--- config.mk ---
export PLATFORM = sky130hd
export DESIGN_NAME = spsm_top
export DESIGN_NICKNAME = d
export VERILOG_FILES = /design/src/verilog/spsm_pkg.sv /design/src/verilog/spsm_timer.sv /design/src/verilog/spsm_top.sv
export SDC_FILE = /design/constraint.sdc
export NUM_CORES = 1
export LEC_CHECK = 0
export BUFFER_PORTS_ARGS = -buffer_cell sky130_fd_sc_hd__buf_2
export CAP_MARGIN = 30
export CORE_UTILIZATION = 49
export DETAILED_ROUTE_END_ITERATION = 16
export GPL_ROUTABILITY_DRIVEN = 0
export PLACE_DENSITY = 0.76
export SLEW_MARGIN = 0
export SYNTH_ARGS = -nofsm -noshare
export SYNTH_HDL_FRONTEND = slang
export SYNTH_HIERARCHICAL = 1
export SYNTH_SLANG_ARGS = --single-unit
export TNS_END_PERCENT = 100
--- constraint.sdc ---
create_clock -name i_mclk -period 2.55 [get_ports i_mclk]
set_input_delay 0.51 -clock i_mclk [delete_from_list [all_inputs] [get_ports i_mclk]]
set_output_delay 0.51 -clock i_mclk [all_outputs]
set_load 0.01 [all_outputs]
--- src/verilog/spsm_pkg.sv ---
package spsm_pkg;

  // Clock and timing
  localparam int unsigned CLK_PERIOD_NS    = 100;
  localparam int unsigned T_RST_HOLD_NS    = 100000;
  localparam int unsigned T_PARK_HOLD_NS   = 50000;
  localparam int unsigned T_DISCHARGE_NS   = 50000;
  localparam int unsigned TMR_W            = 16;
  localparam int unsigned RST_HOLD_CYC     =
    (T_RST_HOLD_NS + CLK_PERIOD_NS - 1) / CLK_PERIOD_NS;
  localparam int unsigned PARK_HOLD_CYC    =
    (T_PARK_HOLD_NS + CLK_PERIOD_NS - 1) / CLK_PERIOD_NS;
  localparam int unsigned DISCHARGE_CYC    =
    (T_DISCHARGE_NS + CLK_PERIOD_NS - 1) / CLK_PERIOD_NS;

  // Register map
  localparam int unsigned  REG_AW          = 8;
  localparam int unsigned  REG_DW          = 16;
  localparam logic [7:0]   ADDR_REVISION   = 8'h00;
  localparam logic [7:0]   ADDR_STATUS     = 8'h01;
  localparam logic [15:0]  STATUS_RESET    = 16'h0000;
  localparam logic [15:0]  RDATA_UNMAPPED  = 16'h0000;

  // Revision register field positions
  localparam int unsigned REV_MAJOR_LSB    = 4;
  localparam int unsigned REV_MINOR_LSB    = 0;

  // Status register bit positions
  localparam int unsigned ST_REQ_LOW       = 0;
  localparam int unsigned ST_TEMP_ERR      = 1;
  localparam int unsigned ST_TEMP_WARN     = 2;
  localparam int unsigned ST_RAIL_FAULT    = 3;
  localparam int unsigned ST_OVER_BRIGHT   = 4;
  localparam int unsigned ST_STATE_CHG     = 5;
  localparam int unsigned ST_WD1           = 6;
  localparam int unsigned ST_WD2           = 7;
  localparam int unsigned ST_CSUM_LSB      = 8;
  localparam int unsigned ST_CONV_ERR      = 11;
  localparam int unsigned ST_PARITY        = 12;
  localparam int unsigned ST_RAIL_TIMER    = 13;
  localparam int unsigned ST_DIM_LIMIT     = 14;
  localparam int unsigned ST_FAULT_SUM     = 15;

  // Top-level states, one-hot
  typedef enum logic [10:0] {
    SPSM_OFF       = 11'b000_0000_0001,
    SPSM_EN_1P1    = 11'b000_0000_0010,
    SPSM_EN_1P8    = 11'b000_0000_0100,
    SPSM_EN_3P3    = 11'b000_0000_1000,
    SPSM_RST_HOLD  = 11'b000_0001_0000,
    SPSM_STANDBY   = 11'b000_0010_0000,
    SPSM_POWERING  = 11'b000_0100_0000,
    SPSM_DISP_RDY  = 11'b000_1000_0000,
    SPSM_DISP_ON   = 11'b001_0000_0000,
    SPSM_PARKING   = 11'b010_0000_0000,
    SPSM_SHUTDOWN  = 11'b100_0000_0000
  } spsm_state_t;

  // Monitored supply rails
  typedef struct packed {
    logic in_6v;
    logic r3p3;
    logic r1p8;
    logic r1p1;
  } spsm_rails_t;

  // Host software commands and levels
  typedef struct packed {
    logic power_cycle;
    logic park;
    logic mirror_start;
    logic mirror_powered;
    logic illum_enable;
    logic wd_enable;
  } spsm_sw_t;

  // Event inputs that feed the status register
  typedef struct packed {
    logic       fault_detail_any;
    logic       dimming_pulse_limit;
    logic       mirror_rail_timer_expired;
    logic       parity_error;
    logic       converter_error;
    logic [2:0] checksum_error;
    logic       second_watchdog_error;
    logic       first_watchdog_error;
    logic       over_bright;
    logic       mirror_rail_fault;
  } spsm_evt_t;

  // Register write request
  typedef struct packed {
    logic              wr;
    logic [REG_AW-1:0] addr;
    logic [REG_DW-1:0] wdata;
  } spsm_reg_req_t;

endpackage : spsm_pkg

--- src/verilog/spsm_timer.sv ---
`timescale 1ns/1ps
module spsm_timer #(
  parameter int unsigned W = 16
) (
  input  wire logic         i_mclk,
  input  wire logic         i_resetn,
  input  wire logic         i_load,
  input  wire logic [W-1:0] i_count,
  output logic              o_done
);

  typedef struct packed {
    logic [W-1:0] cnt;
  } spsm_tmr_st_t;

  spsm_tmr_st_t s_r;
  spsm_tmr_st_t s_nxt;

  // Load on request, otherwise count down to zero and hold
  always_comb begin
    s_nxt = s_r;
    if (i_load) begin
      s_nxt.cnt = i_count;
    end else if (s_r.cnt != '0) begin
      s_nxt.cnt = s_r.cnt - W'(1);
    end
  end

  // State register
  always_ff @(posedge i_mclk) begin
    if (!i_resetn) begin
      s_r <= '0;
    end else begin
      s_r <= s_nxt;
    end
  end

  // Expiry is never reported in a load cycle
  assign o_done = (s_r.cnt == '0) && !i_load;

endmodule : spsm_timer

--- src/verilog/spsm_top.sv ---
`timescale 1ns/1ps
module spsm_top
  import spsm_pkg::*;
#(
  parameter logic [3:0]  REV_MAJOR     = 4'h1, // Arbitrary value
  parameter logic [3:0]  REV_MINOR     = 4'h0, // Arbitrary value
  parameter int unsigned RST_HOLD      = spsm_pkg::RST_HOLD_CYC,
  parameter int unsigned PARK_HOLD     = spsm_pkg::PARK_HOLD_CYC,
  parameter int unsigned DISCHARGE     = spsm_pkg::DISCHARGE_CYC
) (
  input  wire logic                   i_mclk,
  input  wire logic                   i_resetn,
  input  wire logic                   i_main_supply_good,
  input  wire logic                   i_power_on_request,
  input  wire logic                   i_temp_warning,
  input  wire logic                   i_temp_error,
  input  wire logic                   i_headlight_mode,
  input  wire spsm_pkg::spsm_rails_t  i_rails_good,
  input  wire spsm_pkg::spsm_sw_t     i_sw,
  input  wire spsm_pkg::spsm_evt_t    i_evt,
  input  wire spsm_pkg::spsm_reg_req_t i_reg,
  output logic [spsm_pkg::REG_AW-1:0] o_unused_addr_echo,
  output logic [spsm_pkg::REG_DW-1:0] o_reg_rdata,
  output logic                        o_rail_en_1p1,
  output logic                        o_rail_en_1p8,
  output logic                        o_rail_en_3p3,
  output logic                        o_mirror_reg_en,
  output logic                        o_controller_reset_out_n,
  output logic                        o_park_request_out_n,
  output logic                        o_activity_en,
  output spsm_pkg::spsm_state_t       o_state
);

  import spsm_pkg::*;

  ////////////////////////////////////////////////////////////////////////////
  // State record

  typedef struct packed {
    spsm_state_t       state;
    logic              park_phase;
    logic              tmr_load;
    logic [TMR_W-1:0]  tmr_count;
    logic              rail_1p1;
    logic              rail_1p8;
    logic              rail_3p3;
    logic              mirror_en;
    logic              ctrl_rst_n;
    logic              park_n;
    logic              active;
    logic [REG_DW-1:0] status;
    logic [REG_DW-1:0] rdata;
    logic [REG_AW-1:0] addr_echo;
  } spsm_top_st_t;

  spsm_top_st_t s_r;
  spsm_top_st_t s_nxt;
  logic         tmr_done;

  ////////////////////////////////////////////////////////////////////////////
  // Helper functions

  // All four monitored rails in range
  function automatic logic rails_ok(input spsm_rails_t r);
    rails_ok = r.r1p1 & r.r1p8 & r.r3p3 & r.in_6v;
  endfunction : rails_ok

  // Cycle count truncated to the timer width
  function automatic logic [TMR_W-1:0] to_cnt(input int unsigned c);
    to_cnt = TMR_W'(c);
  endfunction : to_cnt

  ////////////////////////////////////////////////////////////////////////////
  // Derived conditions

  logic power_good;
  logic wd_error;
  logic park_event;
  logic may_leave_off;

  // Power good means main supply and the four rails
  assign power_good = i_main_supply_good & rails_ok(i_rails_good);

  // Watchdog errors count only while software enables them
  assign wd_error = i_sw.wd_enable &
                    (i_evt.first_watchdog_error |
                     i_evt.second_watchdog_error);

  assign park_event = !power_good | !i_power_on_request | i_temp_error |
                      i_sw.park | i_sw.power_cycle;

  assign may_leave_off = i_main_supply_good & i_power_on_request &
                         !i_temp_warning;

  ////////////////////////////////////////////////////////////////////////////
  // Sequencing timer

  spsm_timer #(
    .W        (TMR_W)
  ) u_timer (
    .i_mclk   (i_mclk),
    .i_resetn (i_resetn),
    .i_load   (s_r.tmr_load),
    .i_count  (s_r.tmr_count),
    .o_done   (tmr_done)
  );

  ////////////////////////////////////////////////////////////////////////////
  // Next-state logic

  always_comb begin
    s_nxt          = s_r;
    s_nxt.tmr_load = 1'b0;

    // Top-level state machine
    case (s_r.state)
      SPSM_OFF: begin
        s_nxt.rail_1p1   = 1'b0;
        s_nxt.rail_1p8   = 1'b0;
        s_nxt.rail_3p3   = 1'b0;
        s_nxt.mirror_en  = 1'b0;
        s_nxt.ctrl_rst_n = 1'b0;
        s_nxt.active     = 1'b1;
        if (may_leave_off) begin
          s_nxt.state    = SPSM_EN_1P1;
          s_nxt.rail_1p1 = 1'b1;
        end
      end
      SPSM_EN_1P1: begin
        if (!i_power_on_request || !i_main_supply_good) begin
          s_nxt.state = SPSM_OFF;
        end else if (i_rails_good.r1p1) begin
          s_nxt.state    = SPSM_EN_1P8;
          s_nxt.rail_1p8 = 1'b1;
        end
      end
      SPSM_EN_1P8: begin
        if (!i_power_on_request || !i_main_supply_good) begin
          s_nxt.state = SPSM_OFF;
        end else if (i_rails_good.r1p8) begin
          s_nxt.state    = SPSM_EN_3P3;
          s_nxt.rail_3p3 = 1'b1;
        end
      end
      SPSM_EN_3P3: begin
        if (!i_power_on_request || !i_main_supply_good) begin
          s_nxt.state = SPSM_OFF;
        end else if (rails_ok(i_rails_good)) begin
          s_nxt.state     = SPSM_RST_HOLD;
          s_nxt.tmr_load  = 1'b1;
          s_nxt.tmr_count = to_cnt(RST_HOLD);
        end
      end
      SPSM_RST_HOLD: begin
        if (!i_power_on_request || !power_good) begin
          s_nxt.state = SPSM_OFF;
        end else if (tmr_done && !s_r.tmr_load) begin
          s_nxt.state      = SPSM_STANDBY;
          s_nxt.ctrl_rst_n = 1'b1;
        end
      end
      SPSM_STANDBY: begin
        s_nxt.ctrl_rst_n = 1'b1;
        if (i_temp_error) begin
          s_nxt.state = SPSM_SHUTDOWN;
        end else if (!i_power_on_request || i_sw.power_cycle ||
                     wd_error || !power_good) begin
          s_nxt.state = SPSM_OFF;
        end else if (i_sw.mirror_start) begin
          s_nxt.state     = SPSM_POWERING;
          s_nxt.mirror_en = 1'b1;
        end
      end
      SPSM_POWERING: begin
        // request low not acted on here
        if (!power_good || i_temp_error) begin
          s_nxt.state      = SPSM_PARKING;
          s_nxt.park_phase = 1'b0;
          s_nxt.tmr_load   = 1'b1;
          s_nxt.tmr_count  = to_cnt(PARK_HOLD);
        end else if (i_sw.mirror_powered) begin
          s_nxt.state = SPSM_DISP_RDY;
        end
      end
      SPSM_DISP_RDY: begin
        if (park_event) begin
          s_nxt.state      = SPSM_PARKING;
          s_nxt.park_phase = 1'b0;
          s_nxt.tmr_load   = 1'b1;
          s_nxt.tmr_count  = to_cnt(PARK_HOLD);
        end else if (i_sw.illum_enable && !i_headlight_mode) begin
          s_nxt.state = SPSM_DISP_ON;
        end
      end
      SPSM_DISP_ON: begin
        if (park_event) begin
          s_nxt.state      = SPSM_PARKING;
          s_nxt.park_phase = 1'b0;
          s_nxt.tmr_load   = 1'b1;
          s_nxt.tmr_count  = to_cnt(PARK_HOLD);
        end else if (!i_sw.illum_enable || i_headlight_mode) begin
          s_nxt.state = SPSM_DISP_RDY;
        end
      end
      SPSM_PARKING: begin
        if (tmr_done && !s_r.tmr_load) begin
          if (!s_r.park_phase) begin
            s_nxt.mirror_en  = 1'b0;
            s_nxt.park_phase = 1'b1;
            s_nxt.tmr_load   = 1'b1;
            s_nxt.tmr_count  = to_cnt(DISCHARGE);
          end else begin
            s_nxt.state      = SPSM_STANDBY;
            s_nxt.park_phase = 1'b0;
          end
        end
      end
      SPSM_SHUTDOWN: begin
        s_nxt.rail_1p1   = 1'b0;
        s_nxt.rail_1p8   = 1'b0;
        s_nxt.rail_3p3   = 1'b0;
        s_nxt.mirror_en  = 1'b0;
        s_nxt.ctrl_rst_n = 1'b0;
        s_nxt.active     = 1'b0;
        if (!i_power_on_request || !i_main_supply_good) begin
          s_nxt.state  = SPSM_OFF;
          s_nxt.active = 1'b1;
        end
      end
      default: begin
        s_nxt.state = SPSM_OFF;
      end
    endcase

    // Supplies drop on the same edge that enters OFF or SHUTDOWN
    if ((s_nxt.state == SPSM_OFF) || (s_nxt.state == SPSM_SHUTDOWN)) begin
      s_nxt.rail_1p1   = 1'b0;
      s_nxt.rail_1p8   = 1'b0;
      s_nxt.rail_3p3   = 1'b0;
      s_nxt.mirror_en  = 1'b0;
      s_nxt.ctrl_rst_n = 1'b0;
      s_nxt.active     = (s_nxt.state == SPSM_OFF);
    end

    // park low in parking or on temperature error, live or latched
    s_nxt.park_n = !((s_nxt.state == SPSM_PARKING) || i_temp_error ||
                     s_r.status[ST_TEMP_ERR]);

    if (i_reg.wr && (i_reg.addr == ADDR_STATUS)) begin
      s_nxt.status = s_nxt.status | i_reg.wdata;
    end

    s_nxt.status[ST_PARITY] = s_nxt.status[ST_PARITY] | i_evt.parity_error;
    s_nxt.status[ST_WD2]    = s_nxt.status[ST_WD2] |
                              i_evt.second_watchdog_error;
    s_nxt.status[ST_WD1]    = s_nxt.status[ST_WD1] |
                              i_evt.first_watchdog_error;
    s_nxt.status[ST_CSUM_LSB +: 3] = s_nxt.status[ST_CSUM_LSB +: 3] |
                                     i_evt.checksum_error;

    s_nxt.status[ST_RAIL_FAULT] = s_nxt.status[ST_RAIL_FAULT] |
                                  i_evt.mirror_rail_fault;
    s_nxt.status[ST_RAIL_TIMER] = s_nxt.status[ST_RAIL_TIMER] |
                                  i_evt.mirror_rail_timer_expired;
    s_nxt.status[ST_FAULT_SUM]  = s_nxt.status[ST_FAULT_SUM] |
                                  i_evt.fault_detail_any;

    s_nxt.status[ST_TEMP_WARN] = s_nxt.status[ST_TEMP_WARN] | i_temp_warning;
    s_nxt.status[ST_TEMP_ERR]  = s_nxt.status[ST_TEMP_ERR] | i_temp_error;

    s_nxt.status[ST_REQ_LOW]   = s_nxt.status[ST_REQ_LOW] |
                                 !i_power_on_request;
    s_nxt.status[ST_STATE_CHG] = s_nxt.status[ST_STATE_CHG] |
                                 (s_nxt.state != s_r.state);

    s_nxt.status[ST_OVER_BRIGHT] = s_nxt.status[ST_OVER_BRIGHT] |
                                   i_evt.over_bright;
    s_nxt.status[ST_CONV_ERR]    = s_nxt.status[ST_CONV_ERR] |
                                   i_evt.converter_error;
    s_nxt.status[ST_DIM_LIMIT]   = s_nxt.status[ST_DIM_LIMIT] |
                                   i_evt.dimming_pulse_limit;

    // Register read path, one cycle latency
    s_nxt.addr_echo = i_reg.addr;
    case (i_reg.addr)
      ADDR_REVISION: begin
        s_nxt.rdata = {8'h00, REV_MAJOR, REV_MINOR};
      end
      ADDR_STATUS: begin
        s_nxt.rdata = s_r.status;
        s_nxt.rdata[ST_REQ_LOW] = s_r.status[ST_REQ_LOW] |
                                  !i_power_on_request;
      end
      default: begin
        s_nxt.rdata = RDATA_UNMAPPED;
      end
    endcase
  end

  ////////////////////////////////////////////////////////////////////////////
  // State register

  always_ff @(posedge i_mclk) begin
    if (!i_resetn) begin
      s_r            <= '0;
      s_r.state      <= SPSM_OFF;
      s_r.park_n     <= 1'b1;
      s_r.active     <= 1'b1;
      s_r.status     <= STATUS_RESET;
      s_r.rdata      <= RDATA_UNMAPPED;
    end else begin
      s_r <= s_nxt;
    end
  end

  ////////////////////////////////////////////////////////////////////////////
  // Outputs, all from flip-flops

  assign o_state                  = s_r.state;
  assign o_rail_en_1p1            = s_r.rail_1p1;
  assign o_rail_en_1p8            = s_r.rail_1p8;
  assign o_rail_en_3p3            = s_r.rail_3p3;
  assign o_mirror_reg_en          = s_r.mirror_en;
  assign o_controller_reset_out_n = s_r.ctrl_rst_n;
  assign o_park_request_out_n     = s_r.park_n;
  assign o_activity_en            = s_r.active;
  assign o_reg_rdata              = s_r.rdata;
  assign o_unused_addr_echo       = s_r.addr_echo;

endmodule : spsm_top

Yosys cells after proc, flatten, opt, wreduce, memory -nomap -nowiden. Cells that the tools add are included.

Order comparisons: 0. Equal/unequal tests: 31. Add/sub/neg operators: 1. Bitwise gates (word level): 29. Multiply operators: 0. Shifts and indexed selects: 0. Divide/modulo/power cells: 0. Muxes and demuxes: 54. Reduce and logical (&&, ||, !) cells: 43.

Operators by type and width (number): two-way mux 11 bit (20); one-hot mux 11 bit (11 select lines) (1); one-hot mux 17 bit (4 select lines) (1); two-way mux 17 bit (3); two-way mux 16 bit (3); two-way mux 18 bit (2); one-hot mux 16 bit (2 select lines) (1); two-way mux 29 bit (1); != test 2 bit (second input constant) (14); equality test 11 x 1 -> 1 bit (second input constant) (2); equality test 11 x 10 -> 1 bit (second input constant) (2); equality test 11 bit (second input constant) (2); bitwise OR 1 bit (19); zero test 16 bit (1); bitwise OR 16 bit (1); nonzero test 16 bit (1); subtractor 16 x 1 -> 16 bit (second input constant) (1); two-way mux 1 bit (15); nonzero test 3 bit (4); equality test 11 x 2 -> 1 bit (second input constant) (1); equality test 11 x 3 -> 1 bit (second input constant) (1); equality test 11 x 4 -> 1 bit (second input constant) (1); equality test 11 x 5 -> 1 bit (second input constant) (1); equality test 11 x 6 -> 1 bit (second input constant) (1); 22 further kinds (59).

Bits in registers: 92. Output and inout bits: 42. Bits in read-only memories: 0. Bits in writable memories: 0. Memories kept: 0. Word-level logic and storage cells: 173. Input bits: 54. Bits in latches: 0.

Logic depth before layout (Yosys ltp).
Depth after elaboration: 15. Depth in mapped cells: 11. Mapped depth without buffers: 11.

Hierarchy. The synthesis kept the hierarchy.

Modules (own cells, without submodules): spsm_top (area an instance 3331.9 µm², times used 1, sequential area each 1261.2 µm², cells each 368); spsm_timer (area an instance 937.1 µm², times used 1, sequential area each 320.3 µm², cells each 120).

Worst setup path after synthesis. OpenSTA, ideal clock, no wires.

Kind: register -> register. From: register u_timer/s_r[0] (netlist name). To: register s_r[29] (netlist name). Data arrival time: 2354 ps. Path slack: 70 ps. Clock period less this slack: 2480 ps. Path buffers: 0. Data required time: 2425 ps. Stages on the path, launching flop included: 12. Library setup time: 125 ps. Cell sequence: dfxtp_1 > inv_1 > ha_1 > nor3b_1 > nand3_1 > nor2_1 > nand2b_1 > and4_1 > a21boi_0 > a2111oi_2 > o211ai_1 > o41a_1.

Cells in the longest elaborated chain, start to end: 8. Elaborated cells on any way between the ends: 9. Classes of those cells: eq/ne (1); mux (4); bitwise (1); reduce/logical (3).

RTL lines: start: declaration (RTL line spsm_timer.sv:16) `spsm_tmr_st_t s_r;`; start signal: assignment (RTL line spsm_timer.sv:34) `s_r <= s_nxt;`; zero test 16 bit * (RTL line spsm_timer.sv:39) `assign o_done = (s_r.cnt == '0) && !i_load;`; logical AND 1 bit * (RTL line spsm_timer.sv:39); net tmr_done (RTL line spsm_top.sv:58) `logic tmr_done;`; logical AND 1 bit * (RTL line spsm_top.sv:157, spsm_top.sv:206); two-way mux 11 bit (RTL line spsm_top.sv:157) `end else if (tmr_done && !s_r.tmr_load) begin`; two-way mux 11 bit (RTL line spsm_top.sv:155) `if (!i_power_on_request || !power_good) begin`; one-hot mux 11 bit (11 select lines) * (RTL line spsm_top.sv:116) `case (s_r.state)`; != test 11 bit * (RTL line spsm_top.sv:274) `(s_nxt.state != s_r.state);`; bitwise OR 1 bit * (RTL line spsm_top.sv:273) `s_nxt.status[ST_STATE_CHG] = s_nxt.status[ST_STATE_CHG] |`; end signal: assignment (RTL line spsm_top.sv:312) `s_r <= s_nxt;`; end: declaration (RTL line spsm_top.sv:56) `spsm_top_st_t s_r;`.

The timed path passes the listed nets; every way through them passes the cells marked *. The select of a mux whose other input is x is not followed. A chain may end at the register's enable or synchronous reset.

Worst setup path in the final report.
From: register s_r (netlist bit o_state[9]). To: register s_r[29] (netlist name).

Cells in the longest elaborated chain, start to end: 6. Elaborated cells on any way between the ends: 35. Classes of those cells: eq/ne (12); mux (22); bitwise (1).

RTL lines: two-way mux 11 bit (RTL line spsm_top.sv:169) `end else if (i_sw.mirror_start) begin`; two-way mux 11 bit (RTL line spsm_top.sv:166) `end else if (!i_power_on_request || i_sw.power_cycle ||`; two-way mux 11 bit (RTL line spsm_top.sv:164) `if (i_temp_error) begin`; one-hot mux 11 bit (11 select lines) (RTL line spsm_top.sv:116); != test 11 bit * (RTL line spsm_top.sv:274); bitwise OR 1 bit * (RTL line spsm_top.sv:273).

Every way passes the cells marked *; elsewhere a longest branch is shown, timed or not. The select of a mux whose other input is x is not followed.

==> results.py <==
metrics = {
    "sta": {
        "clock.fmax_ghz": 0.3978,
        "maxSlewHeadroom": 0.6031,
        "drv_slew": 0,
        "skew_ns": 0.01521,
        "fin_crit_sh": 0.9859,
        "timing.final.ws_setup_ns": 0.03596,
        "finalHoldViolCount": 0,
        "tightest_slew_ns": 0.5899,
        "finalSetupViolations": 0,
        "period_minus_slack_ns": 2.514,
        "rsz0062_at_grt": "yes",
    },
    "clock_network": {
        "path_clk_slew_ns": 0.09,
        "cts_inserted_buffers": 9,
        "hold_buffers": 0,
        "cts_tree": "built",
        "clk_latency_ns": 0.36,
        "cts-root-buf": "clkbuf_8",
        "cts.sink_count": 79,
        "cts_buffer_depth": 2,
        "cts-htree-levels": 3,
    },
    "worst_setup_path": {
        "start_kind": "flop",
        "crit_start": "o_state[9]",
        "crit_required_ns": 2.79,
        "critPathMaxFanout": 12,
        "r2r_start": "o_state[9]",
        "r2r-end": "s_r[29]",
        "cp.arrival_ns": 2.76,
        "rr_worst_depth": 7,
        "path_cells": "buf_4 > nor3b_1 > nand4_1 > nand2_1 > o2111ai_2 > or4b_4 > o41a_1",
        "critPathMaxStageDelay_ns": 0.53,
        "r2r_slack_ns": 0.04,
        "critPathKind": "reg -> reg",
        "cp-end-kind": "flop",
        "worst_path_max_delay_cell": "or4b_4",
    },
    "die": {
        "die_area_um2": 9090,
        "ios": 96,
        "initial_core_util": 0.5119,
        "row_count": 33,
        "fp.dieH_um": 95.34,
        "die_w_um": 95.34,
        "core_area_um2": 8341,
    },
    "logic_synthesis": {
        "synth-seq-area-share": 0.3705,
        "ys_warn_count": 6,
        "syn_inst": 488,
        "syn_area_per_cell_um2": 8.748,
        "syn_area_um2": 4269,
        "ys_seq_elements": 79,
        "synth_ff_type": "dfxtp_1",
        "synth-edff-count": 0,
        "ys_types": 74,
        "synthArstFlopShare": 0,
    },
    "min_path": {
        "hold_path.class": "in -> reg",
        "min-delay-start": "i_reg[21]",
        "min_to": "o_unused_addr_echo[5]",
        "min_path_cells": 2,
    },
    "route": {
        "drt_first_pass_iters": 5,
        "wl_per_cell_um": 16.55,
        "drc": 0,
        "drtIter0Drc": 353,
        "routed_wl_mm": 11.55,
        "vias_per_cell": 5.883,
        "routed-via-count": 4106,
        "ant_nets": 0,
    },
    "global_route": {
        "grt_remaining_overflow": 0,
        "grt_antenna_before_repair": 0,
        "grt_pass1_vias": 3656,
        "grt_usage": 0.2567,
        "grt_max_degree": 26,
        "grt_pass1_wl_mm": 17.83,
    },
    "place": {
        "hpwl_mm": 8.506,
        "placed_area_um2": 4836,
        "post-place-ws_ns": 0.03225,
        "port_buffers": 95,
    },
    "flow_run": {
        "drv_cap": 0,
    },
    "cells_and_area": {
        "layout.nets": 643,
        "diodes": 0,
        "area.growth.synth_to_final_pct": 19.81,
        "final_cell_mix": "buf_2 (95), dfxtp_1 (72), buf_4 (52), nor2_1 (29), nand2_1 (26)",
        "design_area_um2": 5115,
        "layout_commonest_cell": "buf_2",
        "drive_gt1_frac": 0.3305,
    },
    "power_and_ir_drop": {
        "power.leakage_nw": 2.257,
        "ir_drop_v": 0.0003666,
        "pwr_density_cell_nw_per_um2": 754.4,
    },
    "outcome": {
        "outcome": "finished, final reports clean",
    },
}
-- flip-flops by register name, summed over array words and instances (netlist names), 8 cells and up --
name	count
o_unused_addr_echo	8
u_timer/s_r	16
o_state	11
o_reg_rdata	16
s_r	21
-- Yosys cell counts, drive strengths merged (5+ instances only) --
cell type / instances / area, um^2
nor4: 14 / 132.6
clkbuf: 15 / 57.55
xnor2: 6 / 52.55
buf: 50 / 351.6
o21ai: 22 / 110.1
nand2: 26 / 97.59
nor3b: 6 / 45.04
nor4b: 9 / 127.6
o211ai: 5 / 37.54
a21boi: 7 / 52.55
nand4: 7 / 43.79
or3: 5 / 31.28
nand3: 9 / 50.05
a21oi: 14 / 70.07
dfxtp: 79 / 1582
nor3: 13 / 70.07
and3: 24 / 150.1
and2: 15 / 93.84
nor2: 31 / 118.9
or4: 7 / 52.55
a211oi: 21 / 157.7
nor2b: 21 / 131.4
o21a: 5 / 37.54
inv: 9 / 33.78
-- what timing repair did --
action	CTS	global route
setup buffers	0	7
endpoints found under the setup margin	0	8
gates resized for setup	0	14
-- worst max path at each step --
stage / end / slack, ns / depth (start not counted)
2_1_floorplan: s_r[29] / 0.07 / 11
3_3_place_gp: s_r[29] / 0.05 / 7
3_5_place_dp: s_r[29] / 0.03 / 7
4_1_cts: s_r[29] / 0.03 / 11
5_1_grt: s_r[29] / -0.07 / 7
6_report: s_r[29] / 0.04 / 7
-- power breakdown --
group / switching (mW) / internal [mW]
Clock: 0.508 / 0.394
Combinational: 0.761 / 0.689
Sequential: 0.130 / 1.38
-- logic make-up (layout without fill, tap and decap cells) --
kind of cell	after synthesis	in the layout	synth area share
and+or+nand+nor	209	209	0.3104
AOI/OAI and AO/OA	113	113	0.1887
DFF	79	79	0.3705
buffers and inverters	74	172	0.1037
xor gates and xnor gates	10	10	0.02051
adders and majority gates	1	1	0.002930
other	1	8	0.0008784
muxes	1	1	0.002345
-- through the flow --
stage | total power [mW] | utilization | hold WS (ns) | instances | TNS [ns]
finish | 3.859 | 0.6133 | 0.3561 | 698 | 0
global route | 4.064 | 0.6133 | 0.3517 | 698 | -0.07065
CTS | 3.661 | 0.6026 | 0.3477 | 691 | 0
detailed placement | 2.760 | 0.5798 | 0.4603 | 675 | 0
global placement | 2.712 | 0.5798 | 0.4554 | 675 | 0
floorplan | 2.380 | - | 0.4334 | 495 | 0
-- worst max-delay path, delay by kind of cell, from the launching register on --
| family | cells | cell delay (ns) |
|---|---|---|
| AND/OR/NAND/NOR | 4 | 1.24 |
| AO/OA/AOI/OAI | 2 | 0.53 |
| flip-flops | 1 | 0.42 |
| buffers and inverters | 1 | 0.22 |
-- per-layer routing --
| metal | wire length (um) | vias to the layer above | GRT usage |
|---|---|---|---|
| li1 | - | 1962 | - |
| met1 | 4876 | 1916 | 0.3332 |
| met2 | 5540 | 198 | 0.4149 |
| met3 | 814 | 30 | 0.04785 |
| met4 | 322 | 0 | 0.1086 |
| met5 | 0 | - | 0 |
-- area by class of cell --
| class | count | area (um^2) |
|---|---|---|
| timing repair buffer | 147 | 865.8 |
| sequential | 79 | 1590 |
| multi-input combinational | 342 | 2303 |
| tap | 105 | 131.4 |
| clock inverter | 6 | 52.55 |
| clock buffer | 10 | 137.6 |
| inverter | 9 | 33.78 |
| fill | 735 | 3226 |
Power figures use the tool's default switching activity.
